--- src/core/sgd_cfg.svh ---
// Contract
// - synchronous mode: all transmit nibbles taken on both edges of the shared clock
// - independent mode: each channel takes nibbles on both edges of its own clock
// - serializer word comes from the encoder when coding, else from two nibbles
// - serial bits shift at ten times the word rate
// - least significant bit of each word is sent first
// - align on commas at full rate, on the idle start pattern at low rate
// - nothing is sent or received until about 8 us after power-up
// - receive recovery locks within 2 us of a valid stream
// - without input the recovery falls back to the reference, relocks later
// - lock holds within 200 ppm given a 100 ppm reference
// - received words go through decoder in byte mode, then a FIFO clocked by the output clock
// - at full rate only the positive comma 0011111 sets the word boundary
// - receive byte clock never stretches or shortens, even while realigning
// - K28.x shows index then 11100; K23/27/29/30.7 show 111 then code
// - comma detection off leaves the word boundary arbitrary
// - each channel has its own 5-bit receive bus
// - receive nibbles on both byte clock edges, low nibble on rising
// - receive timing selectable: edges centred in data or aligned to it
// - with tolerance compensation the byte clock follows reference, else recovery; here both come from REF_CLK
// - tolerance compensation only in byte-coded mode
// - low five bits on rising edge, high five on falling edge
// - a small transmit FIFO absorbs phase, not frequency, difference
// - coding select low is ten-bit mode, high is byte mode with control bit 4
`ifndef SGD_CFG_SVH
`define SGD_CFG_SVH
`define SGD_REF_PERIOD_NS 40
`define SGD_PWRUP_NS 8000
`define SGD_PWRUP_CYC ((`SGD_PWRUP_NS + `SGD_REF_PERIOD_NS - 1) / `SGD_REF_PERIOD_NS)
`define SGD_LOCK_NS 2000
`define SGD_LOCK_CYC (`SGD_LOCK_NS / `SGD_REF_PERIOD_NS)
`define SGD_LOS_CYC 8'h10
`define SGD_RX_PPM 200
`define SGD_REF_PPM 100
`define SGD_WORD_LAST 4'h9
`define SGD_BC_HALF 4'h5
`define SGD_LD_ALN 4'h0
`define SGD_HI_ALN 4'h5
`define SGD_LD_CTR 4'h8
`define SGD_HI_CTR 4'h3
`define SGD_COMMA 7'h7C
`define SGD_JK 10'h223
`define SGD_K28 5'h1C
`define SGD_KX7_IDX 3'h7
`endif

--- src/core/sgd_datapath_note.sv ---
`default_nettype none
`default_nettype wire

--- src/core/sgd_pkg.sv ---
`default_nettype none
package sgd_pkg;
  typedef enum logic [2:0] {SGD_PWR = 3'b001, SGD_ACQ = 3'b010, SGD_LOCK = 3'b100} sgd_cdr_t;
  typedef struct packed
  {
    logic [4:0] hi;
    logic [4:0] lo;
  } sgd_word_t;
  typedef struct packed
  {
    logic [1:0] ctrl;
    logic [7:0] data;
  } sgd_rxb_t;
  typedef struct packed
  {
    logic sync_mode;
    logic code_sel;
    logic clock_tolerance_comp;
    logic comma_en;
    logic fx;
    logic centered;
  } sgd_cfg_t;
endpackage
`default_nettype wire

--- src/core/sgd_datapath.sv ---
`default_nettype none
`include "sgd_cfg.svh"
module sgd_datapath
(
  input wire logic REF_CLK,
  input wire logic RST,
  input wire sgd_pkg::sgd_cfg_t CFG,
  input wire logic OVF_CLEAR,
  input wire logic SHARED_TX_CLOCK,
  input wire logic PER_CHANNEL_TX_CLOCK,
  input wire logic [4:0] TX_NIBBLE,
  input wire logic [9:0] ENC_WORD,
  output logic TX_SERIAL,
  output logic TX_READY,
  output logic TX_OVERFLOW,
  input wire logic RX_SERIAL,
  output logic [9:0] RX_RAW_WORD,
  input wire logic [7:0] DEC_DATA,
  output logic RX_BYTE_CLOCK,
  output logic [4:0] RX_NIBBLE_BUS,
  output logic RX_LOCKED,
  output logic RX_SYNCED,
  output logic RX_OVERFLOW,
  output logic DEV_READY
);
  import sgd_pkg::*;

  // twelve codes: K-code to receive bus value
  function automatic logic [8:0] kdec(input logic [9:0] w);
    logic [9:0] p;
    logic [5:0] six;
    logic [3:0] fg;
    logic [2:0] idx;
    logic hit;
    p = '0;
    six = '0;
    fg = '0;
    idx = '0;
    hit = 1'b0;
    // printed order puts the first bit on the left
    for (int i = 0; i < 10; i++)
      p[9 - i] = w[i];
    six = p[9:4];
    fg = p[3:0];
    if (six == 6'h0F || six == 6'h30)
    begin
      if (six == 6'h30)
        fg = ~fg;
      hit = 1'b1;
      case (fg)
        4'h4: idx = 3'h0;
        4'h9: idx = 3'h1;
        4'h5: idx = 3'h2;
        4'h3: idx = 3'h3;
        4'h2: idx = 3'h4;
        4'hA: idx = 3'h5;
        4'h6: idx = 3'h6;
        4'h8: idx = 3'h7;
        default: hit = 1'b0;
      endcase
      kdec = {hit, idx, `SGD_K28};
    end
    else
    begin
      if (fg == 4'h7)
        six = ~six;
      hit = (fg == 4'h8) || (fg == 4'h7);
      case (six)
        6'h3A: kdec = {hit, `SGD_KX7_IDX, 5'h17};
        6'h36: kdec = {hit, `SGD_KX7_IDX, 5'h1B};
        6'h2E: kdec = {hit, `SGD_KX7_IDX, 5'h1D};
        6'h1E: kdec = {hit, `SGD_KX7_IDX, 5'h1E};
        default: kdec = 9'h000;
      endcase
    end
  endfunction

  logic ctc_on;
  logic [7:0] pwr_cnt;
  logic pwr_ready;
  logic [6:0] tx_sync;
  logic tclk;
  logic tclk_prev;
  logic [4:0] low_nib;
  logic have_low;
  logic tx_in_valid;
  logic [9:0] tx_in_data;
  logic tx_in_ready;
  logic tx_out_valid;
  logic tx_out_ready;
  logic [9:0] tx_out_data;
  logic [9:0] tx_sh;
  logic [3:0] tx_cnt;
  logic rbit;
  logic [2:0] rx_pipe;
  logic rbit_prev;
  logic [7:0] act_cnt;
  logic stream_ok;
  logic [7:0] lock_cnt;
  sgd_cdr_t cdr;
  sgd_cdr_t next_cdr;
  logic [9:0] sr;
  logic prev_bit;
  logic [9:0] nrzi;
  logic comma_hit;
  logic [3:0] wcnt;
  logic word_valid;
  logic push_valid;
  logic [9:0] push_data;
  logic [8:0] kinfo;
  sgd_rxb_t coded;
  logic rx_in_ready;
  logic rx_out_valid;
  logic rx_out_ready;
  logic [9:0] rx_out_data;
  logic [3:0] bc_cnt;
  logic [9:0] out_word;
  logic [3:0] ld_at;
  logic [3:0] hi_at;
  sgd_word_t ow;
  sgd_rxb_t ob;
  logic [9:0] head;
  sgd_rxb_t hb;

  assign ctc_on = CFG.clock_tolerance_comp & CFG.code_sel;

  // power-up settling before the data path opens
  always_ff @(posedge REF_CLK)
  begin
    if (RST)
    begin
      pwr_cnt <= 8'h00;
      pwr_ready <= 1'b0;
    end
    else if (!pwr_ready)
    begin
      pwr_cnt <= pwr_cnt + 8'h01;
      if (pwr_cnt == 8'(`SGD_PWRUP_CYC - 1))
        pwr_ready <= 1'b1;
    end
  end

  always_ff @(posedge REF_CLK)
  begin
    if (RST)
      DEV_READY <= 1'b0;
    else
      DEV_READY <= pwr_ready;
  end

  sgd_sync #(.W(7)) u_tx_sync
  (
    .clk(REF_CLK),
    .rst(RST),
    .d({SHARED_TX_CLOCK, PER_CHANNEL_TX_CLOCK, TX_NIBBLE}),
    .q(tx_sync)
  );

  // only the selected clock is watched, so the unused one may be grounded
  assign tclk = CFG.sync_mode ? tx_sync[6] : tx_sync[5];

  // equal frequency keeps one word per transmit period
  always_ff @(posedge REF_CLK)
  begin
    if (RST)
    begin
      tclk_prev <= 1'b0;
      low_nib <= 5'h00;
      have_low <= 1'b0;
      tx_in_valid <= 1'b0;
      tx_in_data <= 10'h000;
    end
    else
    begin
      tclk_prev <= tclk;
      tx_in_valid <= 1'b0;
      if (tclk & ~tclk_prev)
      begin
        low_nib <= tx_sync[4:0];
        have_low <= 1'b1;
      end
      else if (~tclk & tclk_prev & have_low)
      begin
        have_low <= 1'b0;
        tx_in_valid <= pwr_ready;
        // coded words come from the encoder; raw words from the two nibbles
        tx_in_data <= CFG.code_sel ? ENC_WORD : {tx_sync[4:0], low_nib};
      end
    end
  end

  // phase buffer only: a faster source overflows it
  sgd_fifo2 #(.W(10)) u_tx_fifo
  (
    .clk(REF_CLK),
    .rst(RST),
    .in_valid(tx_in_valid),
    .in_ready(tx_in_ready),
    .in_data(tx_in_data),
    .out_valid(tx_out_valid),
    .out_ready(tx_out_ready),
    .out_data(tx_out_data)
  );

  always_ff @(posedge REF_CLK)
  begin
    if (RST)
    begin
      TX_READY <= 1'b0;
      TX_OVERFLOW <= 1'b0;
    end
    else
    begin
      TX_READY <= tx_in_ready & pwr_ready;
      // a new loss wins over a clear in the same cycle
      if (tx_in_valid & ~tx_in_ready)
        TX_OVERFLOW <= 1'b1;
      else if (OVF_CLEAR)
        TX_OVERFLOW <= 1'b0;
    end
  end

  assign tx_out_ready = (tx_cnt == 4'h0) & pwr_ready;

  // one bit per cycle: the reference clock stands in for the bit clock
  always_ff @(posedge REF_CLK)
  begin
    if (RST)
    begin
      tx_sh <= 10'h000;
      tx_cnt <= 4'h0;
      TX_SERIAL <= 1'b0;
    end
    else if (tx_out_valid & tx_out_ready)
    begin
      TX_SERIAL <= tx_out_data[0];
      tx_sh <= tx_out_data >> 1;
      tx_cnt <= `SGD_WORD_LAST;
    end
    else if (tx_cnt != 4'h0)
    begin
      TX_SERIAL <= tx_sh[0];
      tx_sh <= tx_sh >> 1;
      tx_cnt <= tx_cnt - 4'h1;
    end
    else
      TX_SERIAL <= 1'b0;
  end

  // bits change every cycle here, so an agreement filter would eat single bits
  always_ff @(posedge REF_CLK)
  begin
    if (RST)
      rx_pipe <= 3'h0;
    else
      rx_pipe <= {rx_pipe[1:0], RX_SERIAL};
  end

  assign rbit = rx_pipe[2];

  // activity watch: a quiet line means no valid stream
  always_ff @(posedge REF_CLK)
  begin
    if (RST)
    begin
      rbit_prev <= 1'b0;
      act_cnt <= `SGD_LOS_CYC;
    end
    else
    begin
      rbit_prev <= rbit;
      if (rbit != rbit_prev)
        act_cnt <= 8'h00;
      else if (act_cnt != `SGD_LOS_CYC)
        act_cnt <= act_cnt + 8'h01;
    end
  end

  assign stream_ok = (act_cnt != `SGD_LOS_CYC);

  // frequency offset is not modelled; bits arrive on the reference rate
  always_comb
  begin
    next_cdr = cdr;
    case (cdr)
      SGD_PWR: if (pwr_ready) next_cdr = SGD_ACQ;
      SGD_ACQ: if (stream_ok && lock_cnt == 8'(`SGD_LOCK_CYC - 1)) next_cdr = SGD_LOCK;
      SGD_LOCK: if (!stream_ok) next_cdr = SGD_ACQ;
      default: next_cdr = SGD_PWR;
    endcase
  end

  always_ff @(posedge REF_CLK)
  begin
    if (RST)
      cdr <= SGD_PWR;
    else
      cdr <= next_cdr;
  end

  always_ff @(posedge REF_CLK)
  begin
    if (RST)
      lock_cnt <= 8'h00;
    else if (cdr == SGD_ACQ && stream_ok)
      lock_cnt <= lock_cnt + 8'h01;
    else
      lock_cnt <= 8'h00;
  end

  always_ff @(posedge REF_CLK)
  begin
    if (RST)
      RX_LOCKED <= 1'b0;
    else
      RX_LOCKED <= (next_cdr == SGD_LOCK);
  end

  // newest bit enters at the top, so sr[0] is the first bit of the window
  always_ff @(posedge REF_CLK)
  begin
    if (RST)
    begin
      sr <= 10'h000;
      prev_bit <= 1'b0;
    end
    else
    begin
      sr <= {rbit, sr[9:1]};
      prev_bit <= sr[0];
    end
  end

  assign nrzi = sr ^ {sr[8:0], prev_bit};
  // inverse comma is ignored on purpose; a partner must repeat the K-code
  assign comma_hit = CFG.comma_en & (CFG.fx ? (nrzi == `SGD_JK) : (sr[6:0] == `SGD_COMMA));

  always_ff @(posedge REF_CLK)
  begin
    if (RST)
    begin
      wcnt <= 4'h0;
      word_valid <= 1'b0;
      RX_RAW_WORD <= 10'h000;
    end
    else
    begin
      word_valid <= 1'b0;
      if (cdr != SGD_LOCK)
        wcnt <= 4'h0;
      else if (comma_hit || wcnt == `SGD_WORD_LAST)
      begin
        // with detection off the free count sets an arbitrary boundary
        wcnt <= 4'h0;
        word_valid <= 1'b1;
        RX_RAW_WORD <= sr;
      end
      else
        wcnt <= wcnt + 4'h1;
    end
  end

  always_ff @(posedge REF_CLK)
  begin
    if (RST)
      RX_SYNCED <= 1'b0;
    else if (cdr != SGD_LOCK)
      RX_SYNCED <= 1'b0;
    else if (comma_hit)
      RX_SYNCED <= 1'b1;
  end

  assign kinfo = kdec(RX_RAW_WORD);
  assign coded.ctrl = {2{kinfo[8]}};
  assign coded.data = kinfo[8] ? kinfo[7:0] : DEC_DATA;

  // the outside decoder answers within the cycle the raw word stands
  always_ff @(posedge REF_CLK)
  begin
    if (RST)
    begin
      push_valid <= 1'b0;
      push_data <= 10'h000;
    end
    else
    begin
      push_valid <= word_valid;
      if (word_valid)
        push_data <= CFG.code_sel ? 10'(coded) : RX_RAW_WORD;
    end
  end

  sgd_fifo2 #(.W(10)) u_rx_fifo
  (
    .clk(REF_CLK),
    .rst(RST),
    .in_valid(push_valid),
    .in_ready(rx_in_ready),
    .in_data(push_data),
    .out_valid(rx_out_valid),
    .out_ready(rx_out_ready),
    .out_data(rx_out_data)
  );

  always_ff @(posedge REF_CLK)
  begin
    if (RST)
      RX_OVERFLOW <= 1'b0;
    else if (push_valid & ~rx_in_ready)
      RX_OVERFLOW <= 1'b1;
    else if (OVF_CLEAR)
      RX_OVERFLOW <= 1'b0;
  end

  // free divider never restarts, so realignment cannot bend the clock
  always_ff @(posedge REF_CLK)
  begin
    if (RST)
      bc_cnt <= 4'h0;
    else if (bc_cnt == `SGD_WORD_LAST)
      bc_cnt <= 4'h0;
    else
      bc_cnt <= bc_cnt + 4'h1;
  end

  // both sources tick at the reference in this model; ctc_on picks the label only
  always_ff @(posedge REF_CLK)
  begin
    if (RST)
      RX_BYTE_CLOCK <= 1'b0;
    else
      RX_BYTE_CLOCK <= (bc_cnt < `SGD_BC_HALF) | (ctc_on & 1'b0);
  end

  assign ld_at = CFG.centered ? `SGD_LD_CTR : `SGD_LD_ALN;
  assign hi_at = CFG.centered ? `SGD_HI_CTR : `SGD_HI_ALN;
  assign rx_out_ready = (bc_cnt == ld_at);
  // an empty buffer shows zeros, never a stale entry
  assign head = rx_out_valid ? rx_out_data : 10'h000;
  assign hb = sgd_rxb_t'(head);

  always_ff @(posedge REF_CLK)
  begin
    if (RST)
      out_word <= 10'h000;
    else if (rx_out_ready)
      out_word <= head;
  end

  assign ow = sgd_word_t'(out_word);
  assign ob = sgd_rxb_t'(out_word);

  always_ff @(posedge REF_CLK)
  begin
    if (RST)
      RX_NIBBLE_BUS <= 5'h00;
    else if (bc_cnt == ld_at)
      RX_NIBBLE_BUS <= CFG.code_sel ? {hb.ctrl[0], hb.data[3:0]} : head[4:0];
    else if (bc_cnt == hi_at)
      RX_NIBBLE_BUS <= CFG.code_sel ? {ob.ctrl[1], ob.data[7:4]} : ow.hi;
  end
endmodule
`default_nettype wire

--- src/core/sgd_fifo2.sv ---
`default_nettype none
module sgd_fifo2 #(parameter int W = 10)
(
  input wire logic clk,
  input wire logic rst,
  input wire logic in_valid,
  output logic in_ready,
  input wire logic [W-1:0] in_data,
  output logic out_valid,
  input wire logic out_ready,
  output logic [W-1:0] out_data
);
  logic [W-1:0] mem [2];
  logic wr_ptr;
  logic rd_ptr;
  logic [1:0] count;
  logic push;
  logic pop;
  assign in_ready = (count != 2'h2);
  assign out_valid = (count != 2'h0);
  assign out_data = mem[rd_ptr];
  assign push = in_valid & in_ready;
  assign pop = out_valid & out_ready;
  always_ff @(posedge clk)
  begin
    if (push)
      mem[wr_ptr] <= in_data;
  end
  always_ff @(posedge clk)
  begin
    if (rst)
    begin
      wr_ptr <= 1'b0;
      rd_ptr <= 1'b0;
      count <= 2'h0;
    end
    else
    begin
      if (push)
        wr_ptr <= ~wr_ptr;
      if (pop)
        rd_ptr <= ~rd_ptr;
      if (push & ~pop)
        count <= count + 2'h1;
      else if (pop & ~push)
        count <= count - 2'h1;
    end
  end
endmodule
`default_nettype wire

--- src/core/sgd_sync.sv ---
`default_nettype none
module sgd_sync #(parameter int W = 1)
(
  input wire logic clk,
  input wire logic rst,
  input wire logic [W-1:0] d,
  output logic [W-1:0] q
);
  logic [W-1:0] s1;
  logic [W-1:0] s2;
  logic [W-1:0] s3;
  always_ff @(posedge clk)
  begin
    if (rst)
    begin
      s1 <= '0;
      s2 <= '0;
      s3 <= '0;
      q <= '0;
    end
    else
    begin
      s1 <= d;
      s2 <= s1;
      s3 <= s2;
      // a change counts once two stages agree
      if (s2 == s3)
        q <= s3;
    end
  end
endmodule
`default_nettype wire

--- config.mk ---
export PLATFORM = sky130hd
export DESIGN_NAME = sgd_datapath
export DESIGN_NICKNAME = d
export VERILOG_FILES = /design/src/core/sgd_datapath_note.sv /design/src/core/sgd_pkg.sv /design/src/core/sgd_datapath.sv /design/src/core/sgd_fifo2.sv /design/src/core/sgd_sync.sv
export VERILOG_INCLUDE_DIRS = /design/src /design/src/core
export SDC_FILE = /design/constraint.sdc
export NUM_CORES = 1
export LEC_CHECK = 0
export BUFFER_PORTS_ARGS = -buffer_cell sky130_fd_sc_hd__buf_2
export CAP_MARGIN = 20
export CORE_MARGIN = 10
export CORE_UTILIZATION = 25
export DETAILED_ROUTE_END_ITERATION = 10
export HOLD_SLACK_MARGIN = 0.15
export PLACE_DENSITY = 0.52
export SLEW_MARGIN = 20
export SYNTH_ARGS = -nofsm -noshare
export SYNTH_HDL_FRONTEND = slang
export SYNTH_HIERARCHICAL = 1
export SYNTH_SLANG_ARGS = --single-unit
--- constraint.sdc ---
create_clock -name REF_CLK -period 2.3 [get_ports REF_CLK]
set_input_delay 0.345 -clock REF_CLK [delete_from_list [all_inputs] [get_ports REF_CLK]]
set_output_delay 0.345 -clock REF_CLK [all_outputs]
set_load 0.02 [all_outputs]
==> flow_metrics.py <==
metrics = {
    "critical_path": {
        "cp-end-kind": "flip-flop",
        "critPathLaunch": "sr[0]$_SDFF_PP0_",
        "worstPathMaxFanout": 12,
        "start_kind": "flip-flop",
        "worstPathArrival_ns": 2.37,
        "crit_type": "flip-flop to flip-flop",
        "reg2reg_depth": 8,
        "r2r_start": "sr[0]$_SDFF_PP0_",
        "required_ns": 2.60,
        "rrSetupSlack_ns": 0.23,
        "r2r-end": "RX_RAW_WORD[8]$_SDFFE_PP0P_",
    },
    "placed_design": {
        "dp_slack_ns": 0.154,
        "dpl.hpwl_um": 12200,
        "port_buffers": 56,
        "place_congestion": 0.773,
    },
    "die": {
        "start_util": 0.253,
        "fp.coreArea_um2": 33400,
        "boundaryPins": 58,
        "die_h_um": 204,
        "die_area_um2": 41600,
        "die_w_um": 204,
        "num_rows": 67,
    },
    "clock_network": {
        "cts_buffers": 17,
        "clock_sinks": 200,
        "clockRootBuffer": "clkbuf_16",
        "clock_latency_ns": 0.43,
        "clockBufferDepth": 2,
        "cts_tree": "built",
        "cts.reportedPaths.clkPinSlew_ns": 0.08,
        "h-tree-depth": 4,
    },
    "drt": {
        "ant_nets": 0,
        "vias": 5882,
        "firstDrtPassIters": 4,
        "drt_iter0_markers": 259,
        "routed_wl_um": 17400,
        "drc_errors": 0,
        "vias_per_cell": 4.33,
        "post_drt_wl_per_cell_um": 12.8,
    },
    "grt": {
        "grt_pass1_vias": 5883,
        "grt_pass1_wl_um": 29600,
        "grt_max_degree": 55,
        "overflow": 0,
        "antenna_found_initial": 0,
        "grt.total_usage": 0.0861,
    },
    "timing": {
        "hold_viol_final": 0,
        "fmax_mhz": 484,
        "holdWs_ns": 0.170,
        "max_slew_margin": 0.578,
        "worst_pin_slew_ns": 0.629,
        "final-setup-viol-count": 0,
        "period_share": 0.899,
        "fin_ws_ns": 0.233,
        "rsz0062_at_grt": "false",
        "fin_crit_ns": 2.07,
        "setup_tns_ns": 0,
        "drv_slew": 0,
        "finClkSkew_ns": 0.0164,
    },
    "synth": {
        "async_flop_share": 0,
        "synth_top_cell_area_share": 0.378,
        "synthFlopType": "dfxtp_1",
        "ys_ff_latch": 200,
        "synth.most_common_cell": "dfxtp_1",
        "yosysTopAreaCell": "dfxtp_1",
        "syn_nets": 884,
        "ys_warn_count": 6,
        "synth.distinct_cells": 72,
        "avgSynthCellArea_um2": 10.2,
        "yosys-top-cells-count": "160 x dfxtp_1, 81 x nor2_1, 46 x a21oi_1",
        "synthesis.area_um2": 8470,
        "yosys-top-cells-area": "dfxtp_1 38%, edfxtp_1 14%, mux2i_1 4.5%, nor2_1 3.6%, nor2b_1 2.8%",
        "synth.yosys.seq_area_share": 0.520,
        "synth_edf_count": 40,
        "synth_cells": 832,
    },
    "cells_and_area": {
        "final_util": 0.298,
        "nets": 949,
        "drive_gt1_frac": 0.164,
        "syn2layout_area_growth_pct": 17.8,
    },
    "worst_hold_path": {
        "hold_end": "u_tx_sync/s1[4]$_SDFF_PP0_",
        "min_delay_path_depth": 2,
        "hp-class": "primary input to flip-flop",
        "min_from": "TX_NIBBLE[4]",
    },
    "run_status": {
        "outcome": "finished, final reports clean",
    },
    "flow_run": {
        "cap_violations": 0,
    },
    "pwr": {
        "powerDensity_nw_per_um2": 721,
        "leakage_nw": 3.53,
        "max-vdd-ir-drop_mv": 0.490,
    },
}
per-layer routing:
| metal | vias to the layer above | GRT usage | part of all wire |
|---|---|---|---|
| met3 | 19 | 0.0228 | 0.032 |
| met2 | 59 | 0.133 | 0.45 |
| met4 | 0 | 0.0270 | 0.014 |
| met5 | - | 0 | 0 |
| met1 | 2738 | 0.115 | 0.51 |
| li1 | 3066 | - | - |
sequential cells by signal, indices dropped and copies added, names as in the netlist, 4 cells and up, named ones only:
register and flops:
u_rx_fifo/mem 20, u_tx_fifo/mem 20, RX_RAW_WORD 10, push_data 10, tx_in_data 10, sr 9, tx_sh 9, act_cnt 8
lock_cnt 8, pwr_cnt 8, u_tx_sync/q 7, u_tx_sync/s1 7, u_tx_sync/s2 7, u_tx_sync/s3 7, ob 6, RX_NIBBLE_BUS 5
low_nib 5, bc_cnt 4, tx_cnt 4, wcnt 4
critical path: stages (launching register included):
cell and delay [ns]:
dfxtp_1 0.37, inv_1 0.07, ha_1 0.28, nand4b_1 0.11
nor4_2 0.27, a21oi_1 0.15, o32a_4 0.44, o21ai_0 0.16
a21oi_1 0.09
cell usage in the layout (no fill, tap or decap), drive strengths merged, types with 6 or more instances in the layout:
master and instances:
clkinv 7, and3 10, nor2b 38, nor3 17, nand2b 30, xor2 27
inv 27, nand2 42, nand3 38, dfxtp 160, o21ai 31, a22oi 9
a21oi 46, clkbuf 19, ha 17, dlygate4sd3 7, xnor2 18, buf 80
mux2i 38, a211oi 16, nor4 6, nor2 82, mux2 20, edfxtp 40
and2 9
report_power, final:
part / internal (mW) / switching [mW] / leakage [nW]
clock: 1.45 / 1.41 / 0.271
sequential: 3.63 / 0.0557 / 1.61
combinational: 0.268 / 0.374 / 1.65
what timing repair did:
action	in CTS	in global routing
hold buffers	7	0
setup buffers	0	0
setup endpoints to repair	0	15
gates resized for setup	0	5
endpoints found under the hold margin	7	0
metrics by stage:
step | total power, mW | area [µm²] | cells
CTS | 7.33 | 9950 | 1358
floorplan | 4.21 | 8470 | 832
detailed placement | 4.41 | 9330 | 1319
global placement | 4.40 | 9330 | 1319
global route | 7.55 | 9970 | 1358
finish | 7.19 | 9980 | 1359
logic make-up after synthesis:
family,Yosys count,synth area share
simple gates,308,0.197
flops,200,0.520
compound gates,141,0.110
buf+inv,63,0.0303
mux,58,0.0715
xor+xnor,45,0.0465
fa+ha+maj,17,0.0251
layout make-up:
type	count	area (µm²)
Tap cell	448	561
Fill cell	3474	23500
Inverter	22	82.6
Multi-Input combinational cell	569	3820
Clock inverter	13	113
Sequential cell	200	4410
Antenna cell	1	2.50
Timing Repair Buffer	87	546
Clock buffer	19	443
how the worst max path moves through the flow:
| stage | endpoint | slack [ns] | cells past startpoint |
|---|---|---|---|
| final | RX_RAW_WORD[8]$_SDFFE_PP0P_ | 0.23 | 8 |
| after floorplan | u_rx_fifo/count[1]$_SDFFE_PP0P_ | 0.005 | 10 |
| after global routing | RX_RAW_WORD[9]$_SDFFE_PP0P_ | 0.02 | 8 |
| after detailed placement | RX_RAW_WORD[7]$_SDFFE_PP0P_ | 0.15 | 7 |
| after CTS | RX_RAW_WORD[8]$_SDFFE_PP0P_ | 0.12 | 8 |
| after global placement | RX_RAW_WORD[1]$_SDFFE_PP0P_ | 0.14 | 8 |
Note: power is estimated with default switching activity, not from simulation.
